### src/inc/usb_ctrl_ep_pkg.sv
// Summary of operation
// - Token answers are decided from FIFO byte count or free space.
// - Results other than STALL, PING ACK, repeated OUT and damaged SETUP set a status flag that drives the event output.
// - One direction bit selects IN or OUT for data and status stages.
// - Descriptor reply enable starts an automatic descriptor answer.
// - The descriptor answer starts at the programmed two-part FIFO pointer.
// - The descriptor answer returns exactly the programmed two-part byte length.
// - End of the descriptor data stage sets the descriptor done flag.
// - While the guard bit is set, NAK and STALL hold bit writes are ignored.
// - Hardware sets the guard with the setup flag; only a CPU write clears it.
// - Short packet allow permits short INs and clears after one completes.
// - Each direction keeps a readable toggle, reinitialised by SETUP.
// - Writing toggle force one sets that direction's toggle to one.
// - Writing toggle force zero sets that direction's toggle to zero.
// - NAK hold makes every IN, OUT or PING in that direction get NAK unless STALL hold is also set.
// - STALL hold makes IN, OUT or PING in that direction get STALL.
// - Auto NAK hold sets the OUT NAK hold bit after each completed OUT.
// - An executed SETUP sets the setup received flag.
// - Outcomes use separate ACK, NAK and error flags per direction, and a short ACK flag for OUT only.
// - SETUP completion sets NAK holds, clears STALL holds, sets toggles, guard.
// - All eight SETUP bytes are captured in registers before ACK.
// - The normal IN path uses a 64-byte FIFO region from location zero; descriptor reads follow the 12-bit pointer.
package usb_ctrl_ep_pkg;
  localparam int FIFO_AW = 12;
  localparam logic [6:0] MAX_PKT = 7'h40;
  localparam logic [11:0] MAX_PKT_W = 12'h040;
  localparam logic [6:0] SETUP_BYTES = 7'h08;

  typedef enum logic [1:0] {
    TOK_SETUP = 2'b00,
    TOK_OUT = 2'b01,
    TOK_IN = 2'b10,
    TOK_PING = 2'b11
  } token_e;
  typedef enum logic [1:0] {
    HS_ACK = 2'b00,
    HS_NAK = 2'b01,
    HS_STALL = 2'b10
  } handshake_e;

  typedef enum logic [2:0] {
    ST_IDLE = 3'b000,
    ST_SETUP_RX = 3'b001,
    ST_OUT_RX = 3'b010,
    ST_IN_LOAD = 3'b011,
    ST_IN_SEND = 3'b100,
    ST_IN_WAIT = 3'b101
  } state_e;
  localparam logic [7:0] ADDR_MAIN_STAT = 8'h00;
  localparam logic [7:0] ADDR_EP_STAT = 8'h01;
  localparam logic [7:0] ADDR_FIFO_STAT = 8'h02;
  localparam logic [7:0] ADDR_EP_CTRL = 8'h03;
  localparam logic [7:0] ADDR_IN_CTRL = 8'h04;
  localparam logic [7:0] ADDR_OUT_CTRL = 8'h05;
  localparam logic [7:0] ADDR_SETUP_CTRL = 8'h06;
  localparam logic [7:0] ADDR_DESC_PTR_H = 8'h07;
  localparam logic [7:0] ADDR_DESC_PTR_L = 8'h08;
  localparam logic [7:0] ADDR_DESC_LEN_H = 8'h09;
  localparam logic [7:0] ADDR_DESC_LEN_L = 8'h0a;
  localparam logic [4:0] ADDR_SETUP_BASE = 5'h02;

  // Per-direction index: 0 is OUT, 1 is IN.
  localparam int DIR_OUT = 0;
  localparam int DIR_IN = 1;

  // Endpoint status flag positions.
  localparam int F_OUT_ERR = 0;
  localparam int F_IN_ERR = 1;
  localparam int F_OUT_NAK = 2;
  localparam int F_IN_NAK = 3;
  localparam int F_OUT_ACK = 4;
  localparam int F_IN_ACK = 5;
  localparam int F_OUT_SHORT = 6;

  // Control register bit positions.
  localparam int B_DIR_IN = 0;
  localparam int B_DESC_EN = 1;
  localparam int B_TOGGLE = 0;
  localparam int B_FORCE_ONE = 1;
  localparam int B_FORCE_ZERO = 2;
  localparam int B_NAK = 3;
  localparam int B_STALL = 4;
  localparam int B_SHORT = 5;
  localparam int B_AUTO_NAK = 6;
  localparam int B_FLAG = 0;

endpackage : usb_ctrl_ep_pkg

### src/usb_ctrl_endpoint_txn_control.sv
// Our own choices: the register offsets and strobed register access.
`timescale 1ns/1ps
module usb_ctrl_endpoint_txn_control (
  input wire logic sys_clk,
  input wire logic rst,
  input wire logic [7:0] reg_addr,
  input wire logic [7:0] reg_wdata,
  input wire logic reg_wr,
  input wire logic reg_rd,
  output logic [7:0] reg_rdata,
  input wire logic tok_valid,
  input wire logic [1:0] tok_kind,
  input wire logic rx_valid,
  input wire logic [7:0] rx_data,
  input wire logic rx_pid_toggle,
  input wire logic rx_end,
  input wire logic rx_err,
  output logic hs_valid,
  output logic [1:0] hs_code,
  output logic tx_start,
  output logic [6:0] tx_len,
  output logic tx_toggle,
  output logic tx_valid,
  output logic [7:0] tx_data,
  input wire logic tx_ready,
  input wire logic host_ack,
  input wire logic host_timeout,
  input wire logic [6:0] fifo_count,
  input wire logic [6:0] fifo_free,
  input wire logic [5:0] fifo_rd_head,
  output logic [11:0] fifo_rd_addr,
  input wire logic [7:0] fifo_rd_data,
  output logic fifo_rd_commit,
  output logic [6:0] fifo_rd_bytes,
  output logic fifo_wr_en,
  output logic [7:0] fifo_wr_data,
  output logic fifo_wr_commit,
  output logic fifo_wr_abort,
  output logic event_irq
);

  typedef struct packed {
    usb_ctrl_ep_pkg::state_e st;
    logic dir_in;
    logic desc_en;
    logic from_desc;
    logic guard;
    logic setup_flag;
    logic [6:0] ep_flags;
    logic desc_done;
    logic [1:0] tog;
    logic [1:0] nak;
    logic [1:0] stall;
    logic short_allow;
    logic auto_nak;
    logic [11:0] desc_ptr;
    logic [11:0] desc_len;
    logic [63:0] setup_data;
    logic [6:0] cnt;
    logic [6:0] len;
    logic [5:0] head;
    logic [7:0] rdata;
    logic hs_valid;
    logic [1:0] hs_code;
    logic wr_en;
    logic [7:0] wr_data;
    logic wr_commit;
    logic wr_abort;
    logic tx_start;
    logic tx_valid;
    logic [7:0] tx_data;
    logic rd_commit;
    logic [6:0] rd_bytes;
  } state_s;

  state_s q;
  state_s d;
  logic [5:0] ring_addr;

  // The normal IN path wraps inside the 64-byte region at location zero.
  assign ring_addr = q.head + q.cnt[5:0];
  assign fifo_rd_addr = q.from_desc ? q.desc_ptr + {5'h00, q.cnt}
                                    : {6'h00, ring_addr};

  assign reg_rdata = q.rdata;
  assign hs_valid = q.hs_valid;
  assign hs_code = q.hs_code;
  assign tx_start = q.tx_start;
  assign tx_len = q.len;
  assign tx_toggle = q.tog[usb_ctrl_ep_pkg::DIR_IN];
  assign tx_valid = q.tx_valid;
  assign tx_data = q.tx_data;
  assign fifo_rd_commit = q.rd_commit;
  assign fifo_rd_bytes = q.rd_bytes;
  assign fifo_wr_en = q.wr_en;
  assign fifo_wr_data = q.wr_data;
  assign fifo_wr_commit = q.wr_commit;
  assign fifo_wr_abort = q.wr_abort;
  // No mask here; any pending flag raises the event line.
  assign event_irq = q.setup_flag | (|q.ep_flags) | q.desc_done;

  always_comb begin
    d = q;
    d.hs_valid = 1'b0;
    d.wr_en = 1'b0;
    d.wr_commit = 1'b0;
    d.wr_abort = 1'b0;
    d.tx_start = 1'b0;
    d.rd_commit = 1'b0;
    d.rdata = 8'h00;

    if (reg_rd) begin
      unique case (reg_addr)
        usb_ctrl_ep_pkg::ADDR_MAIN_STAT: d.rdata = {7'h00, q.setup_flag};
        usb_ctrl_ep_pkg::ADDR_EP_STAT: d.rdata = {1'b0, q.ep_flags};
        usb_ctrl_ep_pkg::ADDR_FIFO_STAT: d.rdata = {7'h00, q.desc_done};
        usb_ctrl_ep_pkg::ADDR_EP_CTRL: d.rdata = {6'h00, q.desc_en, q.dir_in};
        usb_ctrl_ep_pkg::ADDR_IN_CTRL: begin
          d.rdata = {2'h0, q.short_allow, q.stall[usb_ctrl_ep_pkg::DIR_IN],
                     q.nak[usb_ctrl_ep_pkg::DIR_IN], 2'h0,
                     q.tog[usb_ctrl_ep_pkg::DIR_IN]};
        end
        usb_ctrl_ep_pkg::ADDR_OUT_CTRL: begin
          d.rdata = {1'b0, q.auto_nak, 1'b0,
                     q.stall[usb_ctrl_ep_pkg::DIR_OUT],
                     q.nak[usb_ctrl_ep_pkg::DIR_OUT], 2'h0,
                     q.tog[usb_ctrl_ep_pkg::DIR_OUT]};
        end
        usb_ctrl_ep_pkg::ADDR_SETUP_CTRL: d.rdata = {7'h00, q.guard};
        usb_ctrl_ep_pkg::ADDR_DESC_PTR_H: d.rdata = {4'h0, q.desc_ptr[11:8]};
        usb_ctrl_ep_pkg::ADDR_DESC_PTR_L: d.rdata = q.desc_ptr[7:0];
        usb_ctrl_ep_pkg::ADDR_DESC_LEN_H: d.rdata = {4'h0, q.desc_len[11:8]};
        usb_ctrl_ep_pkg::ADDR_DESC_LEN_L: d.rdata = q.desc_len[7:0];
        default: begin
          if (reg_addr[7:3] == usb_ctrl_ep_pkg::ADDR_SETUP_BASE) begin
            d.rdata = q.setup_data[reg_addr[2:0]*8 +: 8];
          end
        end
      endcase
    end

    // Software writes come first so that hardware events below win.
    if (reg_wr) begin
      unique case (reg_addr)
        usb_ctrl_ep_pkg::ADDR_MAIN_STAT: begin
          if (reg_wdata[usb_ctrl_ep_pkg::B_FLAG]) begin
            d.setup_flag = 1'b0;
          end
        end
        usb_ctrl_ep_pkg::ADDR_EP_STAT: begin
          d.ep_flags = q.ep_flags & ~reg_wdata[6:0];
        end
        usb_ctrl_ep_pkg::ADDR_FIFO_STAT: begin
          if (reg_wdata[usb_ctrl_ep_pkg::B_FLAG]) begin
            d.desc_done = 1'b0;
          end
        end
        usb_ctrl_ep_pkg::ADDR_EP_CTRL: begin
          d.dir_in = reg_wdata[usb_ctrl_ep_pkg::B_DIR_IN];
          d.desc_en = reg_wdata[usb_ctrl_ep_pkg::B_DESC_EN];
        end
        usb_ctrl_ep_pkg::ADDR_IN_CTRL: begin
          if (reg_wdata[usb_ctrl_ep_pkg::B_FORCE_ONE]) begin
            d.tog[usb_ctrl_ep_pkg::DIR_IN] = 1'b1;
          end
          if (reg_wdata[usb_ctrl_ep_pkg::B_FORCE_ZERO]) begin
            d.tog[usb_ctrl_ep_pkg::DIR_IN] = 1'b0;
          end
          if (!q.guard) begin
            d.nak[usb_ctrl_ep_pkg::DIR_IN] =
              reg_wdata[usb_ctrl_ep_pkg::B_NAK];
            d.stall[usb_ctrl_ep_pkg::DIR_IN] =
              reg_wdata[usb_ctrl_ep_pkg::B_STALL];
          end
          d.short_allow = reg_wdata[usb_ctrl_ep_pkg::B_SHORT];
        end
        usb_ctrl_ep_pkg::ADDR_OUT_CTRL: begin
          if (reg_wdata[usb_ctrl_ep_pkg::B_FORCE_ONE]) begin
            d.tog[usb_ctrl_ep_pkg::DIR_OUT] = 1'b1;
          end
          if (reg_wdata[usb_ctrl_ep_pkg::B_FORCE_ZERO]) begin
            d.tog[usb_ctrl_ep_pkg::DIR_OUT] = 1'b0;
          end
          if (!q.guard) begin
            d.nak[usb_ctrl_ep_pkg::DIR_OUT] =
              reg_wdata[usb_ctrl_ep_pkg::B_NAK];
            d.stall[usb_ctrl_ep_pkg::DIR_OUT] =
              reg_wdata[usb_ctrl_ep_pkg::B_STALL];
          end
          d.auto_nak = reg_wdata[usb_ctrl_ep_pkg::B_AUTO_NAK];
        end
        usb_ctrl_ep_pkg::ADDR_SETUP_CTRL: begin
          if (reg_wdata[usb_ctrl_ep_pkg::B_FLAG]) begin
            d.guard = 1'b0;
          end
        end
        usb_ctrl_ep_pkg::ADDR_DESC_PTR_H: d.desc_ptr[11:8] = reg_wdata[3:0];
        usb_ctrl_ep_pkg::ADDR_DESC_PTR_L: d.desc_ptr[7:0] = reg_wdata;
        usb_ctrl_ep_pkg::ADDR_DESC_LEN_H: d.desc_len[11:8] = reg_wdata[3:0];
        usb_ctrl_ep_pkg::ADDR_DESC_LEN_L: d.desc_len[7:0] = reg_wdata;
        default: begin
        end
      endcase
    end

    unique case (q.st)
      usb_ctrl_ep_pkg::ST_IDLE: begin
        if (tok_valid) begin
          d.cnt = 7'h00;
          unique case (usb_ctrl_ep_pkg::token_e'(tok_kind))
            usb_ctrl_ep_pkg::TOK_SETUP: d.st = usb_ctrl_ep_pkg::ST_SETUP_RX;
            usb_ctrl_ep_pkg::TOK_IN: begin
              d.hs_valid = 1'b1;
              d.hs_code = usb_ctrl_ep_pkg::HS_NAK;
              if (q.stall[usb_ctrl_ep_pkg::DIR_IN]) begin
                d.hs_code = usb_ctrl_ep_pkg::HS_STALL;
              end else if (q.nak[usb_ctrl_ep_pkg::DIR_IN] || !q.dir_in) begin
                d.ep_flags[usb_ctrl_ep_pkg::F_IN_NAK] = 1'b1;
              end else if (q.desc_en) begin
                d.hs_valid = 1'b0;
                d.from_desc = 1'b1;
                d.tx_start = 1'b1;
                d.len = (q.desc_len >= usb_ctrl_ep_pkg::MAX_PKT_W) ?
                        usb_ctrl_ep_pkg::MAX_PKT : q.desc_len[6:0];
                d.st = usb_ctrl_ep_pkg::ST_IN_LOAD;
              end else if (fifo_count >= usb_ctrl_ep_pkg::MAX_PKT ||
                           q.short_allow) begin
                d.hs_valid = 1'b0;
                d.from_desc = 1'b0;
                d.head = fifo_rd_head;
                d.tx_start = 1'b1;
                d.len = (fifo_count >= usb_ctrl_ep_pkg::MAX_PKT) ?
                        usb_ctrl_ep_pkg::MAX_PKT : fifo_count;
                d.st = usb_ctrl_ep_pkg::ST_IN_LOAD;
              end else begin
                d.ep_flags[usb_ctrl_ep_pkg::F_IN_NAK] = 1'b1;
              end
            end
            default: begin
              // OUT and PING share the OUT direction's holds and space test.
              d.hs_valid = 1'b1;
              d.hs_code = usb_ctrl_ep_pkg::HS_NAK;
              if (q.stall[usb_ctrl_ep_pkg::DIR_OUT]) begin
                d.hs_code = usb_ctrl_ep_pkg::HS_STALL;
              end else if (q.nak[usb_ctrl_ep_pkg::DIR_OUT] || q.dir_in ||
                           fifo_free < usb_ctrl_ep_pkg::MAX_PKT) begin
                d.ep_flags[usb_ctrl_ep_pkg::F_OUT_NAK] = 1'b1;
              end else if (tok_kind == usb_ctrl_ep_pkg::TOK_PING) begin
                d.hs_code = usb_ctrl_ep_pkg::HS_ACK;
              end else begin
                d.hs_valid = 1'b0;
                d.st = usb_ctrl_ep_pkg::ST_OUT_RX;
              end
            end
          endcase
        end
      end
      usb_ctrl_ep_pkg::ST_SETUP_RX: begin
        if (rx_err) begin
          d.st = usb_ctrl_ep_pkg::ST_IDLE;
        end else if (rx_end) begin
          d.st = usb_ctrl_ep_pkg::ST_IDLE;
          // A SETUP of any other length is treated as damaged: no answer.
          if (q.cnt == usb_ctrl_ep_pkg::SETUP_BYTES) begin
            d.hs_valid = 1'b1;
            d.hs_code = usb_ctrl_ep_pkg::HS_ACK;
            d.setup_flag = 1'b1;
            d.guard = 1'b1;
            d.nak = 2'h3;
            d.stall = 2'h0;
            d.tog = 2'h3;
          end
        end else if (rx_valid) begin
          if (q.cnt < usb_ctrl_ep_pkg::SETUP_BYTES) begin
            d.setup_data[q.cnt[2:0]*8 +: 8] = rx_data;
          end
          if (q.cnt <= usb_ctrl_ep_pkg::SETUP_BYTES) begin
            d.cnt = q.cnt + 7'h01;
          end
        end
      end
      usb_ctrl_ep_pkg::ST_OUT_RX: begin
        if (rx_err) begin
          d.wr_abort = 1'b1;
          d.ep_flags[usb_ctrl_ep_pkg::F_OUT_ERR] = 1'b1;
          d.st = usb_ctrl_ep_pkg::ST_IDLE;
        end else if (rx_end) begin
          d.st = usb_ctrl_ep_pkg::ST_IDLE;
          d.hs_valid = 1'b1;
          d.hs_code = usb_ctrl_ep_pkg::HS_ACK;
          // A repeated packet is acknowledged but neither stored nor reported.
          if (rx_pid_toggle == q.tog[usb_ctrl_ep_pkg::DIR_OUT]) begin
            d.wr_commit = 1'b1;
            d.tog[usb_ctrl_ep_pkg::DIR_OUT] = ~q.tog[usb_ctrl_ep_pkg::DIR_OUT];
            d.ep_flags[usb_ctrl_ep_pkg::F_OUT_ACK] = 1'b1;
            if (q.cnt < usb_ctrl_ep_pkg::MAX_PKT) begin
              d.ep_flags[usb_ctrl_ep_pkg::F_OUT_SHORT] = 1'b1;
            end
            if (q.auto_nak) begin
              d.nak[usb_ctrl_ep_pkg::DIR_OUT] = 1'b1;
            end
          end else begin
            d.wr_abort = 1'b1;
          end
        end else if (rx_valid && q.cnt < usb_ctrl_ep_pkg::MAX_PKT) begin
          d.wr_en = 1'b1;
          d.wr_data = rx_data;
          d.cnt = q.cnt + 7'h01;
        end
      end
      usb_ctrl_ep_pkg::ST_IN_LOAD: begin
        if (q.len == 7'h00) begin
          d.st = usb_ctrl_ep_pkg::ST_IN_WAIT;
        end else begin
          d.tx_data = fifo_rd_data;
          d.tx_valid = 1'b1;
          d.cnt = 7'h01;
          d.st = usb_ctrl_ep_pkg::ST_IN_SEND;
        end
      end
      usb_ctrl_ep_pkg::ST_IN_SEND: begin
        if (tx_ready) begin
          if (q.cnt == q.len) begin
            d.tx_valid = 1'b0;
            d.st = usb_ctrl_ep_pkg::ST_IN_WAIT;
          end else begin
            d.tx_data = fifo_rd_data;
            d.cnt = q.cnt + 7'h01;
          end
        end
      end
      usb_ctrl_ep_pkg::ST_IN_WAIT: begin
        if (host_ack) begin
          d.st = usb_ctrl_ep_pkg::ST_IDLE;
          d.tog[usb_ctrl_ep_pkg::DIR_IN] = ~q.tog[usb_ctrl_ep_pkg::DIR_IN];
          d.ep_flags[usb_ctrl_ep_pkg::F_IN_ACK] = 1'b1;
          if (q.len < usb_ctrl_ep_pkg::MAX_PKT) begin
            d.short_allow = 1'b0;
          end
          if (q.from_desc) begin
            d.desc_ptr = q.desc_ptr + {5'h00, q.len};
            d.desc_len = q.desc_len - {5'h00, q.len};
            if (q.desc_len == {5'h00, q.len}) begin
              d.desc_en = 1'b0;
              d.desc_done = 1'b1;
            end
          end else begin
            d.rd_commit = 1'b1;
            d.rd_bytes = q.len;
          end
        end else if (host_timeout) begin
          d.st = usb_ctrl_ep_pkg::ST_IDLE;
          d.ep_flags[usb_ctrl_ep_pkg::F_IN_ERR] = 1'b1;
        end
      end
      default: d.st = usb_ctrl_ep_pkg::ST_IDLE;
    endcase
  end

  always_ff @(posedge sys_clk or posedge rst) begin
    if (rst) begin
      q <= '0;
    end else begin
      q <= d;
    end
  end

endmodule : usb_ctrl_endpoint_txn_control

### config.mk
export PLATFORM = sky130hd
export DESIGN_NAME = usb_ctrl_endpoint_txn_control
export DESIGN_NICKNAME = d
export VERILOG_FILES = /design/src/inc/usb_ctrl_ep_pkg.sv /design/src/usb_ctrl_endpoint_txn_control.sv
export SDC_FILE = /design/constraint.sdc
export NUM_CORES = 1
export LEC_CHECK = 0
export BUFFER_PORTS_ARGS = -buffer_cell sky130_fd_sc_hd__buf_2
export CORE_MARGIN = 5
export CORE_UTILIZATION = 61
export CTS_BUF_LIST = sky130_fd_sc_hd__clkbuf_2 sky130_fd_sc_hd__clkbuf_4 sky130_fd_sc_hd__clkbuf_8
export DETAILED_ROUTE_END_ITERATION = 6
export PLACE_DENSITY = 0.83
export SLEW_MARGIN = 25
export SYNTH_ARGS = -nofsm -noshare
export SYNTH_HDL_FRONTEND = slang
export SYNTH_SLANG_ARGS = --single-unit
export TNS_END_PERCENT = 30
### constraint.sdc
create_clock -name sys_clk -period 6.7 [get_ports sys_clk]
set_input_delay 1.005 -clock sys_clk [delete_from_list [all_inputs] [get_ports sys_clk]]
set_output_delay 1.005 -clock sys_clk [all_outputs]
set_load 0.03 [all_outputs]
==> results.md <==
* Run status: finished, final reports clean
* Met3 wire len at roughly 2200 um
* Setup TNS at 0 ns
* # setup viols final at 0
* Crit path from: q[53]$_DFFE_PP0P_
* Largest net degree at the start of global routing at 98
* Synth-to-layout area growth at 7.69%
* Startpoint Class: flop
* Yosys top cell by area: dfrtp_1
* Initial antenna violation count at 0
* Port bufs at 120
* CP arrival at 2.94 ns
* DRC Markers at 0
* Reg2reg setup slack at 3.67 ns
* R2R depth at 5
* Fmax at around 0.25 GHz
* CP Capture Type: output port
* Share of post-route cells with drive strength above 1 at about a fifth
* Cells after Synth at 1060
* Main synth FF type: dfrtp_1
* Number of flops mapped to enable cells by yosys at 0
* Nets at ~1200
* CTS tree: yes
* Ports at between 100 and 150
* Maximum vdd drop at 0.151 mV
* Clock sinks at between 150 and 200
* Root Buffer: clkbuf_8
* Minimum clock period after layout at 3.94 ns
* Clk_skew at 0.0116 ns
* FILL cells at 1374
* Worst min path class: flop to flop
* Met1 WL at 10500 um
* Post-synth net total at 1162
* Reg clk slew, reported paths at 0.09 ns
* Worst Path Max Fanout at 22
* Detailed-route vias per instance at 6.22
* RSZ-0062 raised after global routing: no
* Top Metal Used: met4
* Ys async rst share at 100%
* Vias in the first global route at ~8300
* Synth top area cells: dfrtp_1, nand2_1, o21ai_0
* Worst-skew pair later-pin latency at around 0.47 ns
* DRT antenna net count at 0
* Drt total wl at 27200 um
* CP required at 5.69 ns
* Setup Fix Bufs, Post-CTS at 0
* Pwr Density at 303 nW/um2
* Core Area at between 15000 and 20000 um2
* Die Height at 139 um
* Die width at 139 um
* Register area share after synthesis at between 40% and 50%
* Layout Cells excl Fill at 1356
* Slew Viols, Final at 0
* #FFs+latches synth at around 170
* Post-cts resize count at 0
* # rows at 47
* CTS Buf Count at 17
* Die area at 19200 um2
* Worst-margin pin slew at around 0.94 ns
* Placer Congestion at 0.948
* CTS H-tree depth at 4
* Met2 wire len at 13400 um
* Count of different cell masters after synthesis at 79
* Synthesized cell area at 10100 um2
* Min-delay src: fifo_wr_data[3]$_DFFE_PP0P_
* Total power at 3.29 mW
* Max Cap Viol at 0
* Gr ovfl total at 0
* Final worst path period share at 58.9%
* Inserted Diodes at 0
* Leakage at around 5.1 nW
* Critical path class: flop to output port
* 1st-iter DRT viols at about 1100
* Hold path depth at 2
* Synthesized area per cell at around 9.5 um2
* Warnings, synthesis at 0
* Max-slew headroom at 37.1%
* Clock Tree Buf Depth at 2
* Total GRT Usage at 28.9%
* Avg WL per Cell at about 20 um
* Reg-to-reg startpoint: q[54]$_DFFE_PP0P_
* Total number of vias at ~8400
* Post-synth top area share at 42.7%
* Critical path destination: fifo_rd_addr[6]
* Placed instance count at roughly 1300
* Hpwl dp at 19900 um
* Initial Util at 61.4%
* Cts hold-fix bufs at 0
* First-pass GRT wire length at 44400 um
* Initial DRT Pass Iterations at 6
* FF-to-FF End: q[94]$_DFFE_PP0P_
* Fin. Hold Viols at 0
area by class of cell:
| type | instances | area, um2 | share of cell area, % |
|---|---|---|---|
| multi-input cells | 782 | 5190 | 47.8 |
| clock buffers | 19 | 249 | 2.29 |
| flip-flops and latches | 172 | 4300 | 39.7 |
| clock inverters | 13 | 93.8 | 0.865 |
| well taps | 220 | 275 | 2.54 |
| inverters | 26 | 105 | 0.969 |
| repair buffers | 124 | 634 | 5.85 |
how the worst min path moves through the flow:
stage / endpoint
after CTS: fifo_wr_data[3]$_DFFE_PP0P_
after floorplan: q[100]$_DFFE_PP0P_
after detailed placement: fifo_wr_data[1]$_DFFE_PP0P_
final: fifo_wr_data[3]$_DFFE_PP0P_
after global routing: fifo_wr_data[1]$_DFFE_PP0P_
after global placement: fifo_wr_data[6]$_DFFE_PP0P_
synthesized netlist by cell type, types with 12 or more instances:
cell,count
a21o_1,12
a21oi_1,56
buf_4,40
clkbuf_1,23
dfrtp_1,172
ha_1,32
inv_1,24
mux2_2,37
mux2i_1,19
mux4_2,16
nand2_1,162
nand2b_1,14
nand3_1,43
nor2_1,75
nor2b_1,21
nor3_1,19
o21ai_0,98
xnor2_1,13
xor2_1,18
power by group:
| part | internal, mW | switching (mW) | total (mW) |
|---|---|---|---|
| clock network | 0.266 | 0.392 | 0.658 |
| logic | 0.445 | 0.787 | 1.23 |
| registers | 1.20 | 0.201 | 1.40 |
| total | 1.91 | 1.38 | 3.29 |
critical path: stages (launching register included):
cell      delay, ns
dfrtp_1        0.37
buf_4          0.24
ha_1           0.27
fa_1           0.42
a21o_1         0.18
a21o_1         0.19
nand2_1        0.12
nand2b_1       0.07
a21oi_1        0.17
xnor2_1        0.13
and2_1         0.14
buf_2          0.19
flip-flops by register name, summed over array words and instances (netlist names):
signal and cells:
fifo_wr_abort 1, hs_valid 1, hs_code 2, tx_data 8, tx_toggle 1, tx_valid 1, reg_rdata 8, fifo_wr_data 8
fifo_rd_commit 1, fifo_wr_commit 1, fifo_wr_en 1, tx_start 1, fifo_rd_bytes 7, tx_len 7, q 124
stage by stage:
stage	area, um2	hold WS (ns)	util (%)	worst slack (ns)
2_1_floorplan	10100	0.445	-	1.03
3_3_place_gp	10500	0.454	64.0	3.17
3_5_place_dp	10500	0.457	64.0	3.10
4_1_cts	10800	0.480	66.1	2.75
5_1_grt	10900	0.505	66.1	2.58
6_report	10900	0.475	66.1	2.76
layout by cell type (no fill, tap or decap), types with 12 or more instances in the layout:
master	synthesis	routed
mux2i_1	19	19
o21ai_0	98	98
nand2_1	162	162
clkbuf_8	1	17
nand2b_1	14	14
buf_2	7	120
nor2b_1	21	21
a21o_1	12	12
nor2_1	75	74
ha_1	32	32
a21oi_1	56	56
mux4_2	16	16
xnor2_1	13	13
dfrtp_1	172	172
nor3_1	19	19
xor2_1	18	18
mux2_2	37	37
inv_1	24	23
nand3_1	43	43
logic make-up (layout without fill, tap and decap cells):
kind of cell    count (synthesis)  count (layout)  synth area share, %
xor+xnor                       31              31                 2.69
mux                            73              73                 9.71
flops                         172             172                 42.7
compound gates                246             246                 15.3
buf+inv                       106             182                 5.87
simple gates                  396             396                 19.0
fa+ha+maj                      36              36                 4.77
layer usage:
metal  vias up  global-route usage, %
li1       3871                      -
met4         0                   12.6
met1      4066                   36.5
met3        87                   5.52
met5         -                      0
met2       410                   48.7
Note: power is estimated with default switching activity, not from simulation.
